<file path="src/rtl/atro_defs.vh">
// Purpose: shared constants of the accelerometer trim and reset register group
// Assumes: 8-bit register bus from the serial engine, 25 MHz system clock
// Notes:   definitions only
`ifndef ATRO_DEFS_VH
`define ATRO_DEFS_VH

// ****************************************************************
// register addresses
// ****************************************************************
`define ATRO_A_ZDRIVE      8'h22
`define ATRO_A_SRST        8'h24
`define ATRO_A_SETUP2      8'h28
`define ATRO_A_ONESHOT_SAMPLE_COUNT       8'h29
`define ATRO_A_X_OFFSET_LOW       8'h2a
`define ATRO_A_X_OFFSET_HIGH_GAIN_MSB       8'h2b
`define ATRO_A_Y_OFFSET_LOW       8'h2c
`define ATRO_A_Y_OFFSET_HIGH_GAIN_MSB       8'h2d
`define ATRO_A_Z_OFFSET_LOW       8'h2e
`define ATRO_A_Z_OFFSET_HIGH_GAIN_MSB       8'h2f
`define ATRO_A_X_AXIS_GAIN       8'h30
`define ATRO_A_Y_AXIS_GAIN       8'h31
`define ATRO_A_Z_AXIS_GAIN       8'h32

// ****************************************************************
// field positions
// ****************************************************************
`define ATRO_B_DRV_POS     2
`define ATRO_B_DRV_NEG     3
`define ATRO_B_SOFT_RST    6
`define ATRO_B_RELOAD      7
`define ATRO_B_GAIN_MSB    7

// ****************************************************************
// reset values and counts
// ****************************************************************
`define ATRO_RST_BYTE      8'h00
`define ATRO_RST_OFFS      15'h0000
`define ATRO_RST_GAIN      9'h000
`define ATRO_TRIG_NONE     8'h00
`define ATRO_TRIG_CONT     8'hff
`define ATRO_OTP_WORDS     4'h9
`define ATRO_OTP_FIELDS    2'h3
`define ATRO_SRST_NS       200
`define ATRO_CLK_NS        40

`endif

</file>
<file path="src/rtl/atro_axis_trim.v">
// Purpose: one axis of offset and gain trim, with the offset adder
// Assumes: write strobes and data come from logic on sys_clk_i
// Notes:   offset is 15-bit two's complement, gain 9-bit unsigned
`timescale 1ns/1ps
`include "atro_defs.vh"

module atro_axis_trim #(
    parameter DW = 16
) (
    input  wire          sys_clk_i,
    input  wire          rst_b_i,
    input  wire          wr_lo_i,
    input  wire          wr_hi_i,
    input  wire          wr_gain_i,
    input  wire [7:0]    wdata_i,
    input  wire [DW-1:0] acc_i,
    input  wire          acc_vld_i,
    output reg  [DW-1:0] acc_o,
    output reg           acc_vld_o,
    output wire [7:0]    lo_o,
    output wire [7:0]    hi_o,
    output wire [7:0]    gain_lo_o,
    output wire [8:0]    gain_o
);

    reg  [14:0]   offs_q;
    reg  [8:0]    gain_q;
    wire [DW-1:0] offs_ext;

    // ****************************************************************
    // trim storage; high byte carries gain bit 8 in bit 7
    // ****************************************************************
    always @(posedge sys_clk_i or negedge rst_b_i) begin
        if (!rst_b_i) begin
            offs_q <= `ATRO_RST_OFFS;
            gain_q <= `ATRO_RST_GAIN;
        end else begin
            if (wr_lo_i) begin
                offs_q[7:0] <= wdata_i;
            end
            if (wr_hi_i) begin
                offs_q[14:8] <= wdata_i[6:0];
                gain_q[8]    <= wdata_i[`ATRO_B_GAIN_MSB];
            end
            if (wr_gain_i) begin
                gain_q[7:0] <= wdata_i;
            end
        end
    end

    // sign extend the 15-bit offset to the sample width
    assign offs_ext = {{(DW-15){offs_q[14]}}, offs_q};

    // ****************************************************************
    // offset applied before the sample reaches the output registers
    // ****************************************************************
    always @(posedge sys_clk_i or negedge rst_b_i) begin
        if (!rst_b_i) begin
            acc_o     <= {DW{1'b0}};
            acc_vld_o <= 1'b0;
        end else begin
            acc_vld_o <= acc_vld_i;
            if (acc_vld_i) begin
                acc_o <= acc_i + offs_ext;
            end
        end
    end

    // read-back views for read-modify-write by the host
    assign lo_o      = offs_q[7:0];
    assign hi_o      = {gain_q[8], offs_q[14:8]};
    assign gain_lo_o = gain_q[7:0];
    assign gain_o    = gain_q;

endmodule

</file>
<file path="src/rtl/atro_regs.v">
// Purpose: z test drive, soft reset, nonvolatile reload, trigger count and
//          per-axis offset/gain trim registers of the accelerometer
// Assumes: all inputs come from logic on sys_clk_i (serial engine, otp macro)
// Notes:   otp read data is valid one clock after otp_rd_o
//
// How it works
// - z drive bit 2 pushes positive, bit 3 negative, both reset off
// - any reset returns the serial port from three-wire to four-wire
// - bit 6 of reset register runs full reset: defaults, then reload
// - soft reset request bit clears itself when the sequence ends
// - bit 7 reload: enable otp, copy all words, disable otp
// - busy flag shows while reload runs; host polls it
// - reload request bit stays set until host writes it zero or a soft reset runs
// - trigger count 1..254 sets samples captured after one-shot start
// - count 255 samples continuously until operating mode changes
// - each axis adds signed 15-bit offset before output registers
// - offsets come out of reset with factory values; host may overwrite
// - offset low byte bits 7..0, high byte 14..8 plus gain bit 8
// - gain is 9-bit unsigned, low byte at 0x30 onwards
`timescale 1ns/1ps
`include "atro_defs.vh"

module atro_regs #(
    parameter DW = 16
) (
    input  wire            sys_clk_i,
    input  wire            rst_b_i,
    // register access from the serial engine
    input  wire [7:0]      reg_addr_i,
    input  wire [7:0]      reg_wdata_i,
    input  wire            reg_wr_i,
    input  wire            reg_rd_i,
    output reg  [7:0]      reg_rdata_o,
    // nonvolatile memory macro
    output reg             otp_en_o,
    output reg             otp_rd_o,
    output reg  [3:0]      otp_addr_o,
    input  wire [7:0]      otp_rdata_i,
    output wire            otp_busy_o,
    // reset of the rest of the device and serial port mode
    output wire            soft_reset_o,
    input  wire            spi_3wire_set_i,
    output reg             spi_three_wire_o,
    // test drive and setup
    output wire            z_drive_positive_o,
    output wire            z_drive_negative_o,
    output reg  [7:0]      fixed_setup_two_o,
    // one-shot sampling
    output reg  [7:0]      oneshot_sample_count_o,
    input  wire            trig_start_i,
    input  wire            trig_sample_i,
    input  wire            mode_change_i,
    output reg             trig_active_o,
    // samples in and trimmed samples out, x in low bits
    input  wire [3*DW-1:0] acc_i,
    input  wire            acc_vld_i,
    output wire [3*DW-1:0] acc_o,
    output wire            acc_vld_o,
    output wire [26:0]     gain_o
);

    // ****************************************************************
    // sequencer states and timing
    // ****************************************************************
    localparam [2:0] S_IDLE = 3'd0;
    localparam [2:0] S_SRST = 3'd1;
    localparam [2:0] S_ON   = 3'd2;
    localparam [2:0] S_READ = 3'd3;
    localparam [2:0] S_CAPT = 3'd4;
    localparam [2:0] S_OFF  = 3'd5;

    // least time the device-wide reset pulse stands, rounded up
    localparam integer SRST_CYC_I = (`ATRO_SRST_NS + `ATRO_CLK_NS - 1) / `ATRO_CLK_NS;
    localparam [3:0]   SRST_CYC   = SRST_CYC_I[3:0];

    reg  [2:0]        state_q;
    reg  [2:0]        state_d;
    reg  [3:0]        tmr_q;
    reg  [3:0]        tmr_d;
    reg  [3:0]        word_q;
    reg  [3:0]        word_d;
    reg  [1:0]        ax_q;
    reg  [1:0]        ax_d;
    reg  [1:0]        fld_q;
    reg  [1:0]        fld_d;
    reg               seq_soft_q;
    reg               seq_soft_d;
    reg               srst_bit_q;
    reg               reload_bit_q;
    reg  [1:0]        zdrv_q;
    reg  [7:0]        trig_cnt_q;
    reg               start_soft;
    reg               start_reload;
    reg               seq_done;
    wire              wr_srst;
    wire              in_seq;
    wire              in_srst;
    wire              dflt_clr;
    wire [7:0]        lo_rd [0:2];
    wire [7:0]        hi_rd [0:2];
    wire [7:0]        gl_rd [0:2];
    reg  [2:0]        wr_lo;
    reg  [2:0]        wr_hi;
    reg  [2:0]        wr_gain;
    reg  [7:0]        trim_wdata;

    assign wr_srst = reg_wr_i && (reg_addr_i == `ATRO_A_SRST);
    assign in_seq  = (state_q != S_IDLE);
    assign in_srst = (state_q == S_SRST);
    assign dflt_clr = start_soft || in_srst;

    // ****************************************************************
    // reset and reload sequencer
    // ****************************************************************
    // request decode; soft reset outranks reload if both set at once
    always @* begin
        start_soft   = 1'b0;
        start_reload = 1'b0;
        if (wr_srst && !in_seq) begin
            start_soft   = reg_wdata_i[`ATRO_B_SOFT_RST];
            // only a rising reload bit starts work, a held one does not repeat
            start_reload = reg_wdata_i[`ATRO_B_RELOAD] && !reload_bit_q
                           && !reg_wdata_i[`ATRO_B_SOFT_RST];
        end
    end

    // next state
    always @* begin
        state_d    = state_q;
        tmr_d      = tmr_q;
        word_d     = word_q;
        ax_d       = ax_q;
        fld_d      = fld_q;
        seq_soft_d = seq_soft_q;
        seq_done   = 1'b0;
        case (state_q)
            S_IDLE: begin
                if (start_soft) begin
                    state_d    = S_SRST;
                    tmr_d      = SRST_CYC;
                    seq_soft_d = 1'b1;
                end else if (start_reload) begin
                    state_d    = S_ON;
                    seq_soft_d = 1'b0;
                end
            end
            S_SRST: begin
                // other registers held at defaults, then stored data is restored
                tmr_d = tmr_q - 4'h1;
                if (tmr_q == 4'h1) begin
                    state_d = S_ON;
                end
            end
            S_ON: begin
                // core enabled one cycle before the first read
                word_d  = 4'h0;
                ax_d    = 2'h0;
                fld_d   = 2'h0;
                state_d = S_READ;
            end
            S_READ: begin
                state_d = S_CAPT;
            end
            S_CAPT: begin
                word_d = word_q + 4'h1;
                if (fld_q == `ATRO_OTP_FIELDS - 2'h1) begin
                    fld_d = 2'h0;
                    ax_d  = ax_q + 2'h1;
                end else begin
                    fld_d = fld_q + 2'h1;
                end
                if (word_q == `ATRO_OTP_WORDS - 4'h1) begin
                    state_d = S_OFF;
                end else begin
                    state_d = S_READ;
                end
            end
            S_OFF: begin
                seq_done = 1'b1;
                state_d  = S_IDLE;
            end
            default: begin
                state_d = S_IDLE;
            end
        endcase
    end

    // sequencer flops; power-on starts with a factory-value load
    always @(posedge sys_clk_i or negedge rst_b_i) begin
        if (!rst_b_i) begin
            state_q    <= S_ON;
            tmr_q      <= 4'h0;
            word_q     <= 4'h0;
            ax_q       <= 2'h0;
            fld_q      <= 2'h0;
            seq_soft_q <= 1'b0;
        end else begin
            state_q    <= state_d;
            tmr_q      <= tmr_d;
            word_q     <= word_d;
            ax_q       <= ax_d;
            fld_q      <= fld_d;
            seq_soft_q <= seq_soft_d;
        end
    end

    // otp macro controls, registered so the macro sees clean levels
    always @(posedge sys_clk_i or negedge rst_b_i) begin
        if (!rst_b_i) begin
            otp_en_o   <= 1'b1; // load runs at once
            otp_rd_o   <= 1'b0;
            otp_addr_o <= 4'h0;
        end else begin
            otp_en_o   <= (state_d == S_ON) || (state_d == S_READ)
                          || (state_d == S_CAPT);
            otp_rd_o   <= (state_d == S_READ);
            otp_addr_o <= word_d;
        end
    end

    // busy also covers the soft reset so pollers never see a half load
    assign otp_busy_o   = in_seq;
    assign soft_reset_o = in_srst;

    // ****************************************************************
    // reset register bits
    // ****************************************************************
    always @(posedge sys_clk_i or negedge rst_b_i) begin
        if (!rst_b_i) begin
            srst_bit_q   <= 1'b0;
            reload_bit_q <= 1'b0;
        end else begin
            if (start_soft) begin
                srst_bit_q <= 1'b1;
            end else if (seq_done && seq_soft_q) begin
                srst_bit_q <= 1'b0;
            end
            if (dflt_clr) begin
                reload_bit_q <= 1'b0;
            end else if (wr_srst && !start_soft) begin
                reload_bit_q <= reg_wdata_i[`ATRO_B_RELOAD];
            end
        end
    end

    // ****************************************************************
    // serial port wire mode
    // ****************************************************************
    // reset wins over a set arriving in the same cycle
    always @(posedge sys_clk_i or negedge rst_b_i) begin
        if (!rst_b_i) begin
            spi_three_wire_o <= 1'b0;
        end else if (dflt_clr) begin
            spi_three_wire_o <= 1'b0;
        end else if (spi_3wire_set_i) begin
            spi_three_wire_o <= 1'b1;
        end
    end

    // ****************************************************************
    // plain control registers
    // ****************************************************************
    always @(posedge sys_clk_i or negedge rst_b_i) begin
        if (!rst_b_i) begin
            zdrv_q                 <= 2'b00;
            fixed_setup_two_o      <= `ATRO_RST_BYTE;
            oneshot_sample_count_o <= `ATRO_RST_BYTE;
        end else if (dflt_clr) begin
            zdrv_q                 <= 2'b00;
            fixed_setup_two_o      <= `ATRO_RST_BYTE;
            oneshot_sample_count_o <= `ATRO_RST_BYTE;
        end else if (reg_wr_i) begin
            if (reg_addr_i == `ATRO_A_ZDRIVE) begin
                // reserved bits are not stored; host keeps them zero
                zdrv_q <= reg_wdata_i[`ATRO_B_DRV_NEG:`ATRO_B_DRV_POS];
            end else if (reg_addr_i == `ATRO_A_SETUP2) begin
                fixed_setup_two_o <= reg_wdata_i;
            end else if (reg_addr_i == `ATRO_A_ONESHOT_SAMPLE_COUNT) begin
                oneshot_sample_count_o <= reg_wdata_i;
            end
        end
    end

    // both directions passed as written; the host keeps them exclusive
    assign z_drive_positive_o = zdrv_q[0];
    assign z_drive_negative_o = zdrv_q[1];

    // ****************************************************************
    // one-shot sample counter
    // ****************************************************************
    // a count of zero captures nothing
    always @(posedge sys_clk_i or negedge rst_b_i) begin
        if (!rst_b_i) begin
            trig_active_o <= 1'b0;
            trig_cnt_q    <= 8'h00;
        end else if (dflt_clr || mode_change_i) begin
            trig_active_o <= 1'b0;
            trig_cnt_q    <= 8'h00;
        end else if (trig_start_i) begin
            trig_active_o <= (oneshot_sample_count_o != `ATRO_TRIG_NONE);
            trig_cnt_q    <= 8'h00;
        end else if (trig_active_o && trig_sample_i) begin
            // continuous mode never reaches the stop compare
            if (oneshot_sample_count_o != `ATRO_TRIG_CONT) begin
                trig_cnt_q <= trig_cnt_q + 8'h01;
                if (trig_cnt_q + 8'h01 == oneshot_sample_count_o) begin
                    trig_active_o <= 1'b0;
                end
            end
        end
    end

    // ****************************************************************
    // trim write steering
    // ****************************************************************
    // the loader owns the trim bytes while it runs; host writes then drop
    always @* begin
        wr_lo      = 3'b000;
        wr_hi      = 3'b000;
        wr_gain    = 3'b000;
        trim_wdata = reg_wdata_i;
        if (state_q == S_CAPT) begin
            trim_wdata = otp_rdata_i;
            if (fld_q == 2'h0) begin
                wr_lo[ax_q] = 1'b1;
            end else if (fld_q == 2'h1) begin
                wr_hi[ax_q] = 1'b1;
            end else begin
                wr_gain[ax_q] = 1'b1;
            end
        end else if (reg_wr_i && !in_seq) begin
            if (reg_addr_i == `ATRO_A_X_OFFSET_LOW) begin
                wr_lo[0] = 1'b1;
            end else if (reg_addr_i == `ATRO_A_X_OFFSET_HIGH_GAIN_MSB) begin
                wr_hi[0] = 1'b1;
            end else if (reg_addr_i == `ATRO_A_Y_OFFSET_LOW) begin
                wr_lo[1] = 1'b1;
            end else if (reg_addr_i == `ATRO_A_Y_OFFSET_HIGH_GAIN_MSB) begin
                wr_hi[1] = 1'b1;
            end else if (reg_addr_i == `ATRO_A_Z_OFFSET_LOW) begin
                wr_lo[2] = 1'b1;
            end else if (reg_addr_i == `ATRO_A_Z_OFFSET_HIGH_GAIN_MSB) begin
                wr_hi[2] = 1'b1;
            end else if (reg_addr_i == `ATRO_A_X_AXIS_GAIN) begin
                wr_gain[0] = 1'b1;
            end else if (reg_addr_i == `ATRO_A_Y_AXIS_GAIN) begin
                wr_gain[1] = 1'b1;
            end else if (reg_addr_i == `ATRO_A_Z_AXIS_GAIN) begin
                wr_gain[2] = 1'b1;
            end
        end
    end

    // ****************************************************************
    // per-axis trim
    // ****************************************************************
    genvar g;
    generate
        for (g = 0; g < 3; g = g + 1) begin : g_axis
            wire vld_unused;
            atro_axis_trim #(
                .DW(DW)
            ) u_trim (
                .sys_clk_i (sys_clk_i),
                .rst_b_i   (rst_b_i),
                .wr_lo_i   (wr_lo[g]),
                .wr_hi_i   (wr_hi[g]),
                .wr_gain_i (wr_gain[g]),
                .wdata_i   (trim_wdata),
                .acc_i     (acc_i[g*DW +: DW]),
                .acc_vld_i (acc_vld_i),
                .acc_o     (acc_o[g*DW +: DW]),
                .acc_vld_o (vld_unused),
                .lo_o      (lo_rd[g]),
                .hi_o      (hi_rd[g]),
                .gain_lo_o (gl_rd[g]),
                .gain_o    (gain_o[g*9 +: 9])
            );
            if (g == 0) begin : g_vld
                assign acc_vld_o = vld_unused;
            end
        end
    endgenerate

    // ****************************************************************
    // read data
    // ****************************************************************
    // held between reads; unmapped addresses answer zero
    always @(posedge sys_clk_i or negedge rst_b_i) begin
        if (!rst_b_i) begin
            reg_rdata_o <= `ATRO_RST_BYTE;
        end else if (reg_rd_i) begin
            if (reg_addr_i == `ATRO_A_ZDRIVE) begin
                reg_rdata_o <= {4'h0, zdrv_q, 2'b00};
            end else if (reg_addr_i == `ATRO_A_SRST) begin
                reg_rdata_o <= {reload_bit_q, srst_bit_q, 6'h00};
            end else if (reg_addr_i == `ATRO_A_SETUP2) begin
                reg_rdata_o <= fixed_setup_two_o;
            end else if (reg_addr_i == `ATRO_A_ONESHOT_SAMPLE_COUNT) begin
                reg_rdata_o <= oneshot_sample_count_o;
            end else if (reg_addr_i == `ATRO_A_X_OFFSET_LOW) begin
                reg_rdata_o <= lo_rd[0];
            end else if (reg_addr_i == `ATRO_A_X_OFFSET_HIGH_GAIN_MSB) begin
                reg_rdata_o <= hi_rd[0];
            end else if (reg_addr_i == `ATRO_A_Y_OFFSET_LOW) begin
                reg_rdata_o <= lo_rd[1];
            end else if (reg_addr_i == `ATRO_A_Y_OFFSET_HIGH_GAIN_MSB) begin
                reg_rdata_o <= hi_rd[1];
            end else if (reg_addr_i == `ATRO_A_Z_OFFSET_LOW) begin
                reg_rdata_o <= lo_rd[2];
            end else if (reg_addr_i == `ATRO_A_Z_OFFSET_HIGH_GAIN_MSB) begin
                reg_rdata_o <= hi_rd[2];
            end else if (reg_addr_i == `ATRO_A_X_AXIS_GAIN) begin
                reg_rdata_o <= gl_rd[0];
            end else if (reg_addr_i == `ATRO_A_Y_AXIS_GAIN) begin
                reg_rdata_o <= gl_rd[1];
            end else if (reg_addr_i == `ATRO_A_Z_AXIS_GAIN) begin
                reg_rdata_o <= gl_rd[2];
            end else begin
                reg_rdata_o <= `ATRO_RST_BYTE;
            end
        end
    end

endmodule

</file>
<file path="config.mk">
export PLATFORM = sky130hd
export DESIGN_NAME = atro_regs
export DESIGN_NICKNAME = d
export VERILOG_FILES = /design/src/rtl/atro_axis_trim.v /design/src/rtl/atro_regs.v
export VERILOG_INCLUDE_DIRS = /design/src /design/src/rtl
export SDC_FILE = /design/constraint.sdc
export NUM_CORES = 1
export LEC_CHECK = 0
export BUFFER_PORTS_ARGS = -buffer_cell sky130_fd_sc_hd__buf_4
export CAP_MARGIN = 15
export CORE_MARGIN = 4
export CORE_UTILIZATION = 52
export DETAILED_ROUTE_END_ITERATION = 10
export PLACE_DENSITY = 0.78
export SYNTH_ARGS = -nofsm -noshare
export SYNTH_HDL_FRONTEND = slang
export SYNTH_HIERARCHICAL = 1
export SYNTH_SLANG_ARGS = --single-unit
</file>
<file path="constraint.sdc">
create_clock -name sys_clk_i -period 4 [get_ports sys_clk_i]
set_input_delay 0.2 -clock sys_clk_i [delete_from_list [all_inputs] [get_ports sys_clk_i]]
set_output_delay 0.2 -clock sys_clk_i [all_outputs]
set_load 0.02 [all_outputs]
</file>
# [Word level (Yosys, flattened, before mapping)]
# Index checks and enable logic that the tools add are counted.
[totals] register_bits=177 inputBits=81 output_inout_bits=112 elab_cells=213
[classes] addsub=8 n_lt_le_gt_ge=2 n_eq_ne=31 mux=97 n_reduce_logical=42
[ops] op="$mux W8" n=27
[ops] op="$eq A8 B6 Y1 const B" n=13
[ops] op="$mux W3" n=22
[ops] op="$add A16 B16 Y16" n=3
[ops] op="$mux W1" n=31
[ops] op="$mux W2" n=10
[ops] op="$reduce_bool A2 Y1" n=10
[ops] op="$pmux W4 S2" n=2
[ops] op="$pmux W3 S5" n=1
[ops] op="$eq A3 B2 Y1 const B" n=4
[ops] op="$reduce_bool A3 Y1" n=4
[ops] op="$reduce_and A2 Y1" n=5
[ops] op="$eq A3 B3 Y1 const B" n=3
[ops] op="$logic_and A1 B1 Y1" n=9
[ops] op="$add A8 B1 Y8 const B" n=1
[ops] op="$eq A8 B8 Y1" n=1
[ops] op="$ne A2 B2 Y1 const B" n=4
[ops] op="$ne A8 B8 Y1 const B" n=1
[ops] op="$pmux W2 S2" n=2
[ops] op="$reduce_bool A8 Y1" n=1
[ops] op="$reduce_and A3 Y1" n=2
[ops] op="$add A2 B1 Y2 const B" n=2
[ops] op="$add A4 B1 Y4 const B" n=1
[ops] op="$eq A4 B1 Y1 const B" n=1
[ops] op="other kinds (14)" n=20

# [Depth between registers and ports, before layout]
[depth] depth_word=14 ltp_mapped=8 ltp_nobuf=7

# [Hierarchy]
# The synthesis kept the hierarchy.
[modules_own_cells] module="atro_axis_trim (g_axis[1].u_trim ...)" instances=2 cells_each=209 area_per_inst_um2=2363.5 seq_area_each_um2=1026.0
[modules_own_cells] module="atro_regs" instances=1 cells_each=450 area_per_inst_um2=4092.7 seq_area_each_um2=1403.8
[modules_own_cells] module="atro_axis_trim (g_axis[0].u_trim)" instances=1 cells_each=203 area_per_inst_um2=2307.2 seq_area_each_um2=1026.0

# [Worst setup path before layout]
# No wires, ideal clock.
[synth_timing] kind="register -> register" from="register g_axis[1].u_trim.offs_q[0]" to="register g_axis[1].u_trim.acc_o[8]" setup_time_ps=131 arrival_ps=2091 required_time_ps=3869 path_slack_ps=1778 stages_incl_launch_ff=8 n_path_buf=0 period_less_slack_ps=2222 path_cell_list="dfrtp_1 > ha_1 > fa_1 > a21o_2 > a221o_1 > a21oi_1 > nor4b_1 > or3_1"
[synth_between] elab_chain_len=1
[synth_lines] element="from (decl)" line_no="atro_axis_trim.v:26" source="reg [14:0] offs_q;"
[synth_lines] element="from (signal assigned)" line_no="atro_axis_trim.v:35" source="offs_q <= `ATRO_RST_OFFS;"
[synth_lines] element="from (signal assigned)" line_no="atro_axis_trim.v:39" source="offs_q[7:0] <= wdata_i;"
[synth_lines] element="$add A16 B16 Y16" line_no="atro_axis_trim.v:64" source="acc_o <= acc_i + offs_ext;"
[synth_lines] element="to (signal assigned)" line_no="atro_axis_trim.v:59" source="acc_o <= {DW{1'b0}};"
[synth_lines] element="to (signal assigned)" line_no="atro_axis_trim.v:64"
[synth_lines] element="to (decl)" line_no="atro_axis_trim.v:18" source="output reg [DW-1:0] acc_o,"
# Every way passes these cells.
# A chain may end at the register's enable or synchronous reset.

# [Final worst setup path]
[layout_timing] from="register state_q[0]" to="register g_axis[0].u_trim.offs_q[10]"
[layout_between] elab_chain_len=5 elab_cells_between_ends=7 classes_between="eq/ne (1); mux (3); reduce/logical (3)"
[layout_lines] element="from (decl)" line_no="atro_regs.v:76" source="reg [2:0] state_q;"
[layout_lines] element="from (signal assigned)" line_no="atro_regs.v:198" source="state_q <= state_d;"
[layout_lines] element="$reduce_bool A3 Y1" line_no="atro_regs.v:108" source="assign in_seq = (state_q != S_IDLE);"
[layout_lines] element="$logic_not A1 Y1" line_no="atro_regs.v:331" source="end else if (reg_wr_i && !in_seq) begin"
[layout_lines] element="$logic_and A1 B1 Y1" line_no="atro_regs.v:331"
[layout_lines] element="$mux W3" line_no="atro_regs.v:331"
[layout_lines] element="$mux W3 *" line_no="atro_regs.v:322" source="if (state_q == S_CAPT) begin"
[layout_lines] element="named net wr_hi[0]" line_no="atro_regs.v:103" source="reg [2:0] wr_hi;"
[layout_lines] element="to (signal assigned)" line_no="atro_axis_trim.v:35"
[layout_lines] element="to (signal assigned)" line_no="atro_axis_trim.v:42" source="offs_q[14:8] <= wdata_i[6:0];"
[layout_lines] element="to (decl)" line_no="atro_axis_trim.v:26"
# Mark *: on every way through the listed nets, which the timed path passes. The rest lies on a longest branch.

==> impl_metrics.yaml <==
outcome:
  status: "complete, no violations"
cts:
  clockBufferDepth: 2
  clk_pin_slew_ns: 0.08
  ctsResizeCount: 0
  cts_max_level: 4
  clkLatencyLatePin_ns: 0.44
  cts_tree: "yes"
  cts-root-buf: "clkbuf_16"
  cts_sinks: 177
  numCtsBuffers: 17
pwr:
  swShare_pct: 36.2
  design_power_total_uw: 6160
  p_leak_uw: 0.00587
  p_per_area_nw_per_um2: 474
  p_int_uw: 3930
  clockPowerShare_pct: 26.2
  p_seq_share_pct: 39.0
  pwr-share-comb_pct: 34.8
  p_switching_uw: 2230
  peakVddDrop_mv: 0.299
drt:
  drt-met1-wl_um: 13600
  route.met3.wl_um: 1830
  vias: 9130
  wl_per_cell_um: 20.7
  wl_um: 31000
  ant_nets: 0
  drc: 0
  dr.pass1.iters: 5
  drtIter0Drc: 747
  viasPerCell: 6.09
  top_layer: "met4"
  routed-wl-met2_um: 15000
critical_path:
  worst-endpoint-required_ns: 4.31
  worstPathArrival_ns: 2.94
  start_kind: "register"
  criticalPathCategory: "register to register"
  cp_max_fo: 13
  cp-end-kind: "register"
cells_and_area:
  layout_commonest_cell: "buf_4"
  final_cell_mix: "196 x buf_4, 175 x dfrtp_1, 108 x mux2_2, 81 x nor2_1, 73 x nand2_1"
  multiInputGateArea_um2: 6050
  fillers: 1780
  syn2layout_area_growth_pct: 17.4
  drive_gt1_share_pct: 30.7
  final_nets: 1348
  insertedDiodeCount: 0
  seqCellArea_um2: 4430
sta:
  hold_viol: 0
  min_period_ns: 2.63
  relSlewSlack_pct: 45.6
  drv_slew: 0
  fin_skew_ns: 0.0110
  rsz0062_at_grt: "false"
  worst_slew_pin_slew_ns: 0.812
  fin_tns_setup_ns: 0
  final-setup-viol-count: 0
  finalCritPeriodShare_pct: 65.7
  clock.fmax_ghz: 0.381
placed_design:
  place.gp.congestion: 0.926
  port-buffer-count: 192
  dp_hpwl_um: 23200
floorplanning:
  die_y_um: 154
  die_area_um2: 23700
  num_io_pins: 193
  initial_core_util_pct: 52.9
  fp.dieW_um: 154
  coreArea_um2: 21000
  rows: 53
synth:
  ys_warn_count: 6
  syn_inst: 1069
  netlist_area_um2: 11100
  syn-num-nets: 1206
  avgSynthCellArea_um2: 10.4
flow_run:
  drv_cap: 0
global_route:
  grt_overflow: 0
  grt_max_degree: 65
  grt_pass1_wl_um: 49600
  track_usage_pct: 26.0
  grt_antenna_before_repair: 0
  grt_pass1_vias: 8973
min_path:
  hold_class: "input port to register"
## per-layer routing
metal,vias to the layer above,global-route usage (%)
met1,4530,36.4
met2,323,42.0
met3,52,5.04
li1,4225,-
met5,-,0
met4,0,6.01
## registers in the layout, summed over array words and instances (netlist names), 2 cells and up
name / count
g_axis.u_trim/offs_q: 45
fld_q: 2
fixed_setup_two_o: 8
state_q: 3
tmr_q: 4
reg_rdata_o: 8
g_axis.u_trim/gain_o: 27
oneshot_sample_count_o: 8
ax_q: 2
zdrv_q: 2
otp_addr_o: 4
g_axis.u_trim/acc_o: 48
trig_cnt_q: 8
## power by group through the flow
stage	registers (uW)	clock network, uW	logic, uW
2_1_floorplan	2550	0	1220
4_1_cts	2400	1640	2140
5_1_grt	2450	1710	2330
3_3_place_gp	2420	0	2090
3_5_place_dp	2430	0	2130
6_report	2400	1620	2140
## repair_timing
action / CTS / global route
buffers inserted: 0 / 0
hold buffers: 2 / 0
hold endpoints to repair: 62 / 0
## final timing paths
kind                                                   startpoint                                       to  slack [ns]  cells after the start
hold / removal                                      mode_change_i                trig_active_o$_DFFE_PN0P_        0.03                      3
min in group asynchronous                                 rst_b_i   g_axis[0].u_trim/acc_o[11]$_DFFE_PN0P_        0.32                      2
hold reg to reg            g_axis[0].u_trim/acc_o[14]$_DFFE_PN0P_   g_axis[0].u_trim/acc_o[14]$_DFFE_PN0P_        0.49                      2
setup / recovery                             state_q[0]$_DFF_PN0_  g_axis[0].u_trim/offs_q[10]$_DFFE_PN0P_        1.37                      5
setup reg to reg                             state_q[0]$_DFF_PN0_  g_axis[0].u_trim/offs_q[10]$_DFFE_PN0P_        1.37                      5
max in group asynchronous                                 rst_b_i                     state_q[1]$_DFF_PN1_        2.66                      3
## cell type report
cell class / instances / share of cell area (%)
flip-flops and latches: 177 / 34.1
repair buffers: 199 / 11.6
clock buffers: 19 / 3.33
clock inverters: 13 / 0.971
well taps: 275 / 2.64
multi-input cells: 785 / 46.5
inverters: 31 / 0.894
## per-stage QoR
stage | area [um2] | setup WS, ns | cells | util [%] | hold slack [ns]
4_1_cts | 13000 | 1.41 | 1499 | 62.1 | 0.0175
2_1_floorplan | 11100 | 1.78 | 1069 | - | -0.0956
3_5_place_dp | 12400 | 1.40 | 1465 | 59.3 | 0.240
5_1_grt | 13000 | 1.27 | 1499 | 62.1 | 0.0252
3_3_place_gp | 12400 | 1.49 | 1465 | 59.3 | 0.225
6_report | 13000 | 1.37 | 1499 | 62.1 | 0.0256
## worst max-delay path, cell delays in order (launching register included)
cell	delay, ns
dfrtp_1	0.51
nor2_1	0.27
and2_1	0.54
and3_1	0.33
a22o_1	0.46
mux2_2	0.40
Power figures use the tool's default switching activity.
